===== config.mk =====
export PLATFORM = sky130hd
export DESIGN_NAME = mcrc_clock_reset
export DESIGN_NICKNAME = d
export VERILOG_FILES = /design/src/verilog/mcrc_pkg.sv /design/src/verilog/mcrc_clock_reset.sv
export VERILOG_INCLUDE_DIRS = /design/src /design/src/verilog
export SDC_FILE = /design/constraint.sdc
export NUM_CORES = 1
export LEC_CHECK = 0
export BUFFER_PORTS_ARGS = -buffer_cell sky130_fd_sc_hd__buf_2
export CAP_MARGIN = 20
export CORE_MARGIN = 1
export CORE_UTILIZATION = 55
export CTS_BUF_LIST = sky130_fd_sc_hd__clkbuf_8
export CTS_CLUSTER_SIZE = 40
export DETAILED_ROUTE_END_ITERATION = 12
export GPL_TIMING_DRIVEN = 0
export PLACE_DENSITY_LB_ADDON = 0.2
export REMOVE_ABC_BUFFERS = 1
export SLEW_MARGIN = 20
export SYNTH_ARGS = -nofsm -noshare
export SYNTH_HDL_FRONTEND = slang
export SYNTH_SLANG_ARGS = --single-unit

===== constraint.sdc =====
create_clock -name aclk -period 3.55 [get_ports aclk]
set_input_delay 0 -clock aclk [delete_from_list [all_inputs] [get_ports aclk]]
set_output_delay 0 -clock aclk [all_outputs]
set_load 0.03 [all_outputs]

===== src/verilog/mcrc_consts.svh =====
// Purpose: constants for the mapper clock and reset control block
// Assumes: byte addresses on a 32-bit AXI4-Lite register bus
// Notes:   times are kept in their own unit, cycle counts derive from them
`ifndef MCRC_CONSTS_SVH
`define MCRC_CONSTS_SVH

// clock rates
`define MCRC_SYSCLK_KHZ        125000
`define MCRC_SYSCLK_MHZ        125
`define MCRC_MDC_KHZ           1670
`define MCRC_MDC_HALF          (`MCRC_SYSCLK_KHZ / (2 * `MCRC_MDC_KHZ))

// divisors
`define MCRC_REF_DIV_MII       4
`define MCRC_REF_DIV_RMII      2
`define MCRC_MII_SLOW_DIV      10

// reset completion time
`define MCRC_RESET_SETTLE_US   5000
`define MCRC_RESET_SETTLE_CYC  (`MCRC_RESET_SETTLE_US * `MCRC_SYSCLK_MHZ)
`define MCRC_SETTLE_W          20

// register byte addresses, global window 0f0h..0ffh
`define MCRC_GLOBAL_BASE       10'h0f0
`define MCRC_GLOBAL_LAST       10'h0ff
`define MCRC_ADDR_CTL_ONE      10'h0f0
`define MCRC_ADDR_SERIAL_RST   10'h0f4
`define MCRC_ADDR_QPTR_RST     10'h0f8
`define MCRC_ADDR_STATUS       10'h0fc

// global_control_one fields
`define MCRC_CTL_SW_RESET      0
`define MCRC_CTL_REF_OFF       1
`define MCRC_CTL_DCE           2
`define MCRC_CTL_SPEED100      3

// status fields
`define MCRC_STS_RMII          0
`define MCRC_STS_STYLE_LO      1
`define MCRC_STS_RESET_DONE    3
`define MCRC_STS_GLOBAL_RST    4
`define MCRC_STS_INTEL         5
`define MCRC_STS_MOTOROLA      6

// host bus style codes
`define MCRC_STYLE_INTEL       2'h0
`define MCRC_STYLE_MOTOROLA    2'h1

// axi responses
`define MCRC_RESP_OKAY         2'h0
`define MCRC_RESP_SLVERR       2'h2

`endif


===== src/verilog/mcrc_pkg.sv =====
// Purpose: types for the mapper clock and reset control block
// Assumes: constants come from mcrc_consts.svh
// Notes:   the whole block state is one packed struct
package mcrc_pkg;

  // reset sequencing phases
  typedef enum logic [1:0] {RS_ACTIVE, RS_SETTLE, RS_READY} mcrc_rphase_t;

  // register selected by an address
  typedef enum logic [2:0] {SEL_NONE, SEL_CTL, SEL_SER, SEL_QPTR, SEL_STS} mcrc_sel_t;

  // mii clock pins, one group per pin
  typedef struct packed {
    logic tx_out;
    logic tx_oe_n;
    logic rx_out;
    logic rx_oe_n;
  } mcrc_mii_pins_t;

  // complete block state
  typedef struct packed {
    logic               sw_reset;
    logic               ref_off;
    logic               dce;
    logic               speed100;
    logic               serial_rst;
    logic               qptr_pulse;
    logic               rmii;
    logic [1:0]         style;
    logic [1:0]         ref_cnt;
    logic               ref_out;
    logic [7:0]         mdc_cnt;
    logic               mdc_out;
    logic               refin_smp;
    logic [2:0]         mii_cnt;
    logic               mii_out;
    logic               mii_tx_smp;
    logic               mii_rx_smp;
    logic               ser_tx_smp;
    logic               ser_rx_smp;
    logic               ser_tx_edge;
    logic               ser_rx_edge;
    mcrc_rphase_t       rphase;
    logic [19:0]        settle_cnt;
    logic               aw_got;
    logic               w_got;
    logic [9:0]         waddr;
    logic [31:0]        wdata;
    logic [3:0]         wstrb;
    logic               bvalid;
    logic [1:0]         bresp;
    logic               rvalid;
    logic [1:0]         rresp;
    logic [31:0]        rdata;
  } mcrc_state_t;

endpackage


===== src/verilog/mcrc_clock_reset.sv =====
// Purpose: clock generation and reset control of the ethernet-to-wan mapper
// Assumes: aclk is the continuous system clock, all pin inputs synchronous to it
// Notes:   registers sit on axi4-lite in the global window 0f0h..0ffh
//
// The AXI4-Lite slave port and the register addresses are this design's own decisions.
`timescale 1ns/100ps
`default_nettype none
`include "mcrc_consts.svh"

module mcrc_clock_reset
  import mcrc_pkg::*;
#(
  parameter int RESET_SETTLE_CYCLES = `MCRC_RESET_SETTLE_CYC
)
(
  // clock and reset pin
  input  wire logic        aclk,
  input  wire logic        aresetn,
  // axi4-lite write address and data
  input  wire logic        s_axi_awvalid,
  output logic             s_axi_awready,
  input  wire logic [9:0]  s_axi_awaddr,
  input  wire logic [2:0]  s_axi_awprot,
  input  wire logic        s_axi_wvalid,
  output logic             s_axi_wready,
  input  wire logic [31:0] s_axi_wdata,
  input  wire logic [3:0]  s_axi_wstrb,
  // axi4-lite write response
  output logic             s_axi_bvalid,
  input  wire logic        s_axi_bready,
  output logic [1:0]       s_axi_bresp,
  // axi4-lite read
  input  wire logic        s_axi_arvalid,
  output logic             s_axi_arready,
  input  wire logic [9:0]  s_axi_araddr,
  input  wire logic [2:0]  s_axi_arprot,
  output logic             s_axi_rvalid,
  input  wire logic        s_axi_rready,
  output logic [31:0]      s_axi_rdata,
  output logic [1:0]       s_axi_rresp,
  // configuration pins
  input  wire logic        reduced_interface_select,
  input  wire logic [1:0]  host_bus_style_select,
  input  wire logic        test_port_reset_pin_n,
  // clock inputs sampled on aclk
  input  wire logic        reference_clock_in,
  input  wire logic        serial_tx_line_clock,
  input  wire logic        serial_rx_line_clock,
  // generated clocks
  output logic             memory_clock_out,
  output logic             divided_reference_out,
  output logic             management_clock_out,
  // mii clock pins
  input  wire logic        mii_tx_clk_in,
  input  wire logic        mii_rx_clk_in,
  output mcrc_mii_pins_t   mii_pins,
  // clocks toward the mac and serial port
  output logic             mac_tx_timing,
  output logic             mac_rx_timing,
  output logic             serial_tx_edge,
  output logic             serial_rx_edge,
  // resets toward the rest of the device
  output logic             global_reset_n,
  output logic             low_power,
  output logic             serial_reset,
  output logic             serial_powerdown,
  output logic             queue_pointer_reset,
  output logic             scan_port_reset,
  output logic             host_bus_oe_n,
  output logic             host_bus_intel,
  output logic             host_bus_motorola,
  output logic             reset_done
);

  mcrc_state_t st;
  mcrc_state_t next_st;
  logic        glob;

  // map an address in the global window to a register
  function automatic mcrc_sel_t reg_sel(input logic [9:0] addr);
    mcrc_sel_t s;
    s = SEL_NONE;
    if (addr[9:2] == `MCRC_ADDR_CTL_ONE >> 2)
      s = SEL_CTL;
    else if (addr[9:2] == `MCRC_ADDR_SERIAL_RST >> 2)
      s = SEL_SER;
    else if (addr[9:2] == `MCRC_ADDR_QPTR_RST >> 2)
      s = SEL_QPTR;
    else if (addr[9:2] == `MCRC_ADDR_STATUS >> 2)
      s = SEL_STS;
    return s;
  endfunction

  // bus style decode, 00 and 01 are the only defined codes
  function automatic logic [1:0] style_dec(input logic [1:0] code);
    logic [1:0] d;
    d = 2'h0;
    if (code == `MCRC_STYLE_INTEL)
      d = 2'h1;
    else if (code == `MCRC_STYLE_MOTOROLA)
      d = 2'h2;
    return d;
  endfunction

  // global reset from the software bit; the pin acts in the clocked process
  assign glob = st.sw_reset;

  // next state of the whole block
  always_comb
  begin
    logic [31:0] rword;
    logic [1:0]  refhalf;
    logic        mii_mode;
    logic        ref_rise;
    mcrc_sel_t   wsel;
    mcrc_sel_t   rsel;
    rword    = 32'h0;
    refhalf  = 2'h0;
    mii_mode = 1'b0;
    ref_rise = 1'b0;
    wsel     = SEL_NONE;
    rsel     = SEL_NONE;
    next_st  = st;
    next_st.qptr_pulse = 1'b0;

    // configuration pins are followed every cycle
    next_st.rmii  = reduced_interface_select;
    next_st.style = host_bus_style_select;
    mii_mode = ~st.rmii;

    // reference output, half period 1 or 2 cycles
    refhalf = st.rmii ? 2'(`MCRC_REF_DIV_RMII / 2)
                      : 2'(`MCRC_REF_DIV_MII / 2);
    if (st.ref_off || glob)
    begin
      next_st.ref_cnt = 2'h0;
      next_st.ref_out = 1'b0;
    end
    else if (st.ref_cnt + 2'h1 >= refhalf)
    begin
      next_st.ref_cnt = 2'h0;
      next_st.ref_out = ~st.ref_out;
    end
    else
    begin
      next_st.ref_cnt = st.ref_cnt + 2'h1;
    end

    // management clock divider
    if (glob)
    begin
      next_st.mdc_cnt = 8'h0;
      next_st.mdc_out = 1'b0;
    end
    else if (st.mdc_cnt == 8'(`MCRC_MDC_HALF - 1))
    begin
      next_st.mdc_cnt = 8'h0;
      next_st.mdc_out = ~st.mdc_out;
    end
    else
    begin
      next_st.mdc_cnt = st.mdc_cnt + 8'h1;
    end

    // mii clocks in dce mode follow or divide the reference input
    next_st.refin_smp = reference_clock_in;
    ref_rise = reference_clock_in & ~st.refin_smp;
    if (glob || !mii_mode || !st.dce)
    begin
      next_st.mii_cnt = 3'h0;
      next_st.mii_out = 1'b0;
    end
    else if (st.speed100)
    begin
      next_st.mii_out = reference_clock_in;
    end
    else if (ref_rise)
    begin
      if (st.mii_cnt == 3'(`MCRC_MII_SLOW_DIV / 2 - 1))
      begin
        next_st.mii_cnt = 3'h0;
        next_st.mii_out = ~st.mii_out;
      end
      else
      begin
        next_st.mii_cnt = st.mii_cnt + 3'h1;
      end
    end

    // dte mode: the phy clocks are taken in
    next_st.mii_tx_smp = mii_tx_clk_in;
    next_st.mii_rx_smp = mii_rx_clk_in;

    // serial line clocks: edges only, no reliance on a free-running clock
    next_st.ser_tx_smp  = serial_tx_line_clock;
    next_st.ser_rx_smp  = serial_rx_line_clock;
    next_st.ser_tx_edge = serial_tx_line_clock & ~st.ser_tx_smp & ~st.serial_rst;
    next_st.ser_rx_edge = serial_rx_line_clock & ~st.ser_rx_smp & ~st.serial_rst;

    // reset completion sequencing
    case (st.rphase)
      RS_ACTIVE:
      begin
        next_st.settle_cnt = 20'h0;
        if (!glob)
          next_st.rphase = RS_SETTLE;
      end
      RS_SETTLE:
      begin
        if (glob)
          next_st.rphase = RS_ACTIVE;
        else if (st.settle_cnt >= 20'(RESET_SETTLE_CYCLES - 1))
          next_st.rphase = RS_READY;
        else
          next_st.settle_cnt = st.settle_cnt + 20'h1;
      end
      RS_READY:
      begin
        if (glob)
          next_st.rphase = RS_ACTIVE;
      end
      default:
      begin
        next_st.rphase = RS_ACTIVE;
      end
    endcase

    // axi write address and data, accepted in either order
    if (s_axi_awvalid && s_axi_awready)
    begin
      next_st.aw_got = 1'b1;
      next_st.waddr  = s_axi_awaddr;
    end
    if (s_axi_wvalid && s_axi_wready)
    begin
      next_st.w_got = 1'b1;
      next_st.wdata = s_axi_wdata;
      next_st.wstrb = s_axi_wstrb;
    end
    if (st.bvalid && s_axi_bready)
      next_st.bvalid = 1'b0;

    // perform the write once both halves are held
    if (st.aw_got && st.w_got)
    begin
      wsel = reg_sel(st.waddr);
      next_st.aw_got = 1'b0;
      next_st.w_got  = 1'b0;
      next_st.bvalid = 1'b1;
      next_st.bresp  = (wsel == SEL_NONE) ? `MCRC_RESP_SLVERR : `MCRC_RESP_OKAY;
      if (st.wstrb[0])
      begin
        case (wsel)
          SEL_CTL:
          begin
            next_st.sw_reset = st.wdata[`MCRC_CTL_SW_RESET];
            next_st.ref_off  = st.wdata[`MCRC_CTL_REF_OFF];
            next_st.dce      = st.wdata[`MCRC_CTL_DCE];
            next_st.speed100 = st.wdata[`MCRC_CTL_SPEED100];
          end
          SEL_SER:
          begin
            next_st.serial_rst = st.wdata[0];
          end
          SEL_QPTR:
          begin
            next_st.qptr_pulse = 1'b1;
          end
          default:
          begin
            next_st.qptr_pulse = 1'b0;
          end
        endcase
      end
    end

    // axi read, one outstanding
    if (st.rvalid && s_axi_rready)
      next_st.rvalid = 1'b0;
    if (s_axi_arvalid && s_axi_arready)
    begin
      rsel = reg_sel(s_axi_araddr);
      case (rsel)
        SEL_CTL:
        begin
          rword[`MCRC_CTL_SW_RESET] = st.sw_reset;
          rword[`MCRC_CTL_REF_OFF]  = st.ref_off;
          rword[`MCRC_CTL_DCE]      = st.dce;
          rword[`MCRC_CTL_SPEED100] = st.speed100;
        end
        SEL_SER:
        begin
          rword[0] = st.serial_rst;
        end
        SEL_STS:
        begin
          rword[`MCRC_STS_RMII]                        = st.rmii;
          rword[`MCRC_STS_STYLE_LO + 1:`MCRC_STS_STYLE_LO] = st.style;
          rword[`MCRC_STS_RESET_DONE]                  = (st.rphase == RS_READY);
          rword[`MCRC_STS_GLOBAL_RST]                  = glob;
          rword[`MCRC_STS_MOTOROLA:`MCRC_STS_INTEL]    = style_dec(st.style);
        end
        default:
        begin
          rword = 32'h0;
        end
      endcase
      next_st.rvalid = 1'b1;
      next_st.rdata  = rword;
      next_st.rresp  = (rsel == SEL_NONE) ? `MCRC_RESP_SLVERR : `MCRC_RESP_OKAY;
    end

    // global reset returns all but its own bit, the bus slave, the pin samplers and the serial line edges
    if (glob)
    begin
      next_st.ref_off    = 1'b0;
      next_st.dce        = 1'b0;
      next_st.speed100   = 1'b0;
      next_st.serial_rst = 1'b0;
      next_st.qptr_pulse = 1'b0;
    end

    // serial reset returns the serial port state
    if (st.serial_rst)
    begin
      next_st.ser_tx_edge = 1'b0;
      next_st.ser_rx_edge = 1'b0;
    end
  end

  // state register, the pin clears everything including the software bit
  always_ff @(posedge aclk)
  begin
    if (!aresetn)
    begin
      st <= '0;
    end
    else
    begin
      st <= next_st;
    end
  end

  // axi handshakes
  assign s_axi_awready = ~st.aw_got & ~st.bvalid;
  assign s_axi_wready  = ~st.w_got & ~st.bvalid;
  assign s_axi_bvalid  = st.bvalid;
  assign s_axi_bresp   = st.bresp;
  assign s_axi_arready = ~st.rvalid;
  assign s_axi_rvalid  = st.rvalid;
  assign s_axi_rdata   = st.rdata;
  assign s_axi_rresp   = st.rresp;

  // clock outputs
  assign memory_clock_out      = aclk;
  assign divided_reference_out = st.ref_out;
  assign management_clock_out  = st.mdc_out;

  // mii pins drive only in mii dce mode, released otherwise
  assign mii_pins.tx_out  = st.mii_out;
  assign mii_pins.rx_out  = st.mii_out;
  assign mii_pins.tx_oe_n = ~(st.dce & ~st.rmii & ~glob);
  assign mii_pins.rx_oe_n = ~(st.dce & ~st.rmii & ~glob);

  // mac timing: reference in rmii, own clock in dce, phy clock in dte
  assign mac_tx_timing = st.rmii ? st.refin_smp
                                 : (st.dce ? st.mii_out : st.mii_tx_smp);
  assign mac_rx_timing = st.rmii ? st.refin_smp
                                 : (st.dce ? st.mii_out : st.mii_rx_smp);

  // serial line clock edges
  assign serial_tx_edge = st.ser_tx_edge;
  assign serial_rx_edge = st.ser_rx_edge;

  // resets and power states
  assign global_reset_n      = aresetn & ~glob;
  assign low_power           = ~aresetn | glob;
  assign serial_reset        = st.serial_rst | ~aresetn | glob;
  assign serial_powerdown    = st.serial_rst;
  assign queue_pointer_reset = st.qptr_pulse;
  assign scan_port_reset     = ~test_port_reset_pin_n;
  assign host_bus_oe_n       = ~aresetn;
  assign {host_bus_motorola, host_bus_intel} = style_dec(st.style);
  assign reset_done          = (st.rphase == RS_READY);

endmodule

`default_nettype wire


==> flow_summary.json <==
{
  "outcome": "completed",
  "totalNegativeSetupSlack_ps": 0,
  "syn_inst": 466,
  "hpwlAfterDp_microns": 5790,
  "critPathArrivalTime_ps": 2630,
  "post_synthesis_register_bit_count": 80,
  "post-synth-top-area-cell": "sky130_fd_sc_hd__dfxtp_1",
  "postCtsResizedCells": 0,
  "die_width_microns": 86.1,
  "max_slew.worst_pin.slew_ps": 828,
  "ff2ff_setup_slack_ps": 1270,
  "critical_path_peak_fanout": 10,
  "numPlacedInstances": 602,
  "timing.hold.worst.class": "in -> reg",
  "std_cell_rows": 30,
  "drive_above_1_share": 0.176,
  "hold_viol": 0,
  "die_h_microns": 86.1,
  "gp_routability_congestion": 0.861,
  "place.port_buffers": 71,
  "synthToLayoutAreaGrowth_pct": 21.7,
  "rsz_0062_raised_after_global_routing": "no",
  "design.final.nets": 643,
  "crit_start": "st[86]$_SDFFE_PN0P_",
  "postSynth.asyncResetShare": 0,
  "min_from": "s_axi_araddr[3]",
  "avgRoutedWirePerCell_microns": 13.8,
  "grt_max_degree": 42,
  "tritoncts": "built",
  "synth.distinct_cells": 56,
  "nature_of_the_critical_path_endpoint": "flip-flop",
  "max_freq_ghz": 0.438,
  "synth_top_area_frac": 0.412,
  "diodes": 0,
  "setup.worst_path.class": "reg -> reg",
  "number_of_drc_markers_in_iteration_0": 189,
  "global_route.peak_usage_layer": "met2",
  "grt.total_usage": 0.263,
  "final_core_util": 0.696,
  "multiInputGateArea_sq_um": 1960,
  "synth-edff-count": 0,
  "clk-insertion-delay-late_ps": 460,
  "met1_usage": 0.298,
  "grt_pass1_vias": 3412,
  "route.detailed.drc": 0,
  "worst_slew_margin_rel": 0.443,
  "finalHoldWorstSlack_ps": 57.4,
  "drt-total-wl_microns": 9090,
  "ant_nets": 0,
  "top_ports": 140,
  "synth_top_cells_by_area": "sky130_fd_sc_hd__dfxtp_1, sky130_fd_sc_hd__buf_4, sky130_fd_sc_hd__nor2_1, sky130_fd_sc_hd__nand2_1, sky130_fd_sc_hd__a21oi_1",
  "gr-total-overflow": 0,
  "crit_required_ps": 3900,
  "clk_pin_slew_worst_paths_ps": 80,
  "grt_antenna_before_repair": 0,
  "cp-start-kind": "flip-flop",
  "cellPowerDensity_nw_per_um2": 447,
  "sequential_cell_area_sq_um": 1600,
  "finish.cell_count_without_fillers": 658,
  "routed_vias": 3515,
  "irDropWorstVdd_uv": 376,
  "synth.cell_area_sq_um": 3890,
  "yosysWarnings": 0,
  "global_route_wire_length_before_repair_microns": 15200,
  "finalSetupViolations": 0,
  "fin_total_pwr_w": 0.00212,
  "globalRouteMet3Util": 0.0520,
  "drv_slew": 0,
  "postSynthAreaPerCell_sq_um": 8.34,
  "drt-pass1-iter-count": 4,
  "fillerInstances": 558,
  "fin_worst_skew_ps": 9.08,
  "viasPerCell": 5.34,
  "period_utilization_post_route": 0.643,
  "drv.max_cap_violation_count": 0,
  "coreArea_sq_um": 6790,
  "worstReg2RegStart": "st[86]$_SDFFE_PN0P_",
  "synth_ff_type": "sky130_fd_sc_hd__dfxtp_1",
  "use_met2": 0.465,
  "final_period_minus_worst_setup_slack_ps": 2280,
  "start_util": 0.572,
  "fp.dieArea_sq_um": 7410,
  "synth.yosys.seq_area_share": 0.412,
  "static_leakage_power_nw": 1.97
}
## flip-flops by register name, indices dropped and copies added (netlist names)
register               cells
management_clock_out       1
mii_pins                   1
serial_rx_edge             1
s_axi_rvalid               1
serial_tx_edge             1
glob                       1
queue_pointer_reset        1
serial_powerdown           1
s_axi_bresp                1
s_axi_rdata                7
divided_reference_out      1
s_axi_rresp                1
s_axi_bvalid               1
st                        61
## per-stage QoR
step	instance area, sq um	setup WS, ps
floorplan	3620	1560
global placement	4090	1410
detailed placement	4090	1370
CTS	4730	1290
global route	4730	1060
finish	4730	1270
## placed cells by master, fill, tap and decap left out, types with 7 or more instances in the layout
cell,n
sky130_fd_sc_hd__nor2_1,51
sky130_fd_sc_hd__mux2i_1,13
sky130_fd_sc_hd__nor3_1,8
sky130_fd_sc_hd__dfxtp_1,80
sky130_fd_sc_hd__dlygate4sd3_1,38
sky130_fd_sc_hd__or3_1,8
sky130_fd_sc_hd__a21oi_1,32
sky130_fd_sc_hd__nand3_1,23
sky130_fd_sc_hd__buf_2,71
sky130_fd_sc_hd__conb_1,27
sky130_fd_sc_hd__inv_1,14
sky130_fd_sc_hd__and3_1,7
sky130_fd_sc_hd__clkbuf_8,12
sky130_fd_sc_hd__nand2b_1,7
sky130_fd_sc_hd__and2_1,14
sky130_fd_sc_hd__nand4_1,10
sky130_fd_sc_hd__a31oi_1,9
sky130_fd_sc_hd__ha_1,7
sky130_fd_sc_hd__nand2_1,47
## final cells by class
class,count,share of cell area
clock buffers,13,0.0360
clock inverters,6,0.0196
inverters,15,0.0119
multi-input cells,340,0.414
flip-flops and latches,80,0.339
well taps,96,0.0254
repair buffers,108,0.154
## final timing paths
path / to / cells after the start
max: st[88]$_SDFFE_PN0P_ / 6
min: s_axi_rdata[1]$_SDFFE_PN0P_ / 5
max reg2reg: st[88]$_SDFFE_PN0P_ / 6
min reg2reg: serial_rx_edge$_SDFF_PP0_ / 1
## report_power, final
group	internal, W	switching [W]
Clock	0.000475	0.000380
Sequential	0.000937	0.0000334
Combinational	0.000110	0.000180
## what timing repair did
item | 4_1_cts | 5_1_grt
hold buffers | 38 | 0
buffers inserted | 0 | 0
endpoints found under the setup margin | 0 | 0
hold endpoints to repair | 34 | 0
## synthesized netlist by cell type, types with 4 or more instances
master / count
sky130_fd_sc_hd__a21oi_1: 32
sky130_fd_sc_hd__a22o_1: 4
sky130_fd_sc_hd__a31oi_1: 9
sky130_fd_sc_hd__and2_1: 14
sky130_fd_sc_hd__and3_1: 7
sky130_fd_sc_hd__buf_4: 40
sky130_fd_sc_hd__clkbuf_1: 13
sky130_fd_sc_hd__dfxtp_1: 80
sky130_fd_sc_hd__ha_1: 7
sky130_fd_sc_hd__inv_1: 15
sky130_fd_sc_hd__mux2i_1: 13
sky130_fd_sc_hd__nand2_1: 47
sky130_fd_sc_hd__nand2b_1: 7
sky130_fd_sc_hd__nand3_1: 23
sky130_fd_sc_hd__nand4_1: 10
sky130_fd_sc_hd__nor2_1: 51
sky130_fd_sc_hd__nor2b_1: 4
sky130_fd_sc_hd__nor3_1: 8
sky130_fd_sc_hd__o211ai_1: 4
sky130_fd_sc_hd__o21ai_0: 6
sky130_fd_sc_hd__or3_1: 8
sky130_fd_sc_hd__or4_1: 6
sky130_fd_sc_hd__xor2_1: 6
## layer usage
layer | wire length, microns | vias up | part of all wire
met5 | 0 | - | 0
met4 | 308 | 0 | 0.034
met3 | 429 | 29 | 0.047
met2 | 4450 | 118 | 0.49
met1 | 3910 | 1611 | 0.43
li1 | - | 1757 | -
## worst max-delay path: stages (launching register included)
cell and delay [ps]:
sky130_fd_sc_hd__dfxtp_1 440, sky130_fd_sc_hd__ha_1 290, sky130_fd_sc_hd__a21oi_1 120, sky130_fd_sc_hd__o311ai_2 420
sky130_fd_sc_hd__a21oi_1 350, sky130_fd_sc_hd__and3_1 280, sky130_fd_sc_hd__o31a_1 260
## cell families (layout without fill, tap and decap cells)
kind of cell               Yosys count  count (layout)  synth area share
DFF                                 80              80             0.412
xor gates and xnor gates             9               9            0.0203
other                                1              27          0.000965
and+or+nand+nor                    201             201             0.260
adders and majority gates            7               7            0.0225
muxes                               14              14            0.0364
buffers and inverters               72             142             0.109
AOI/OAI and AO/OA                   82              82             0.139
Power figures use the tool's default switching activity.
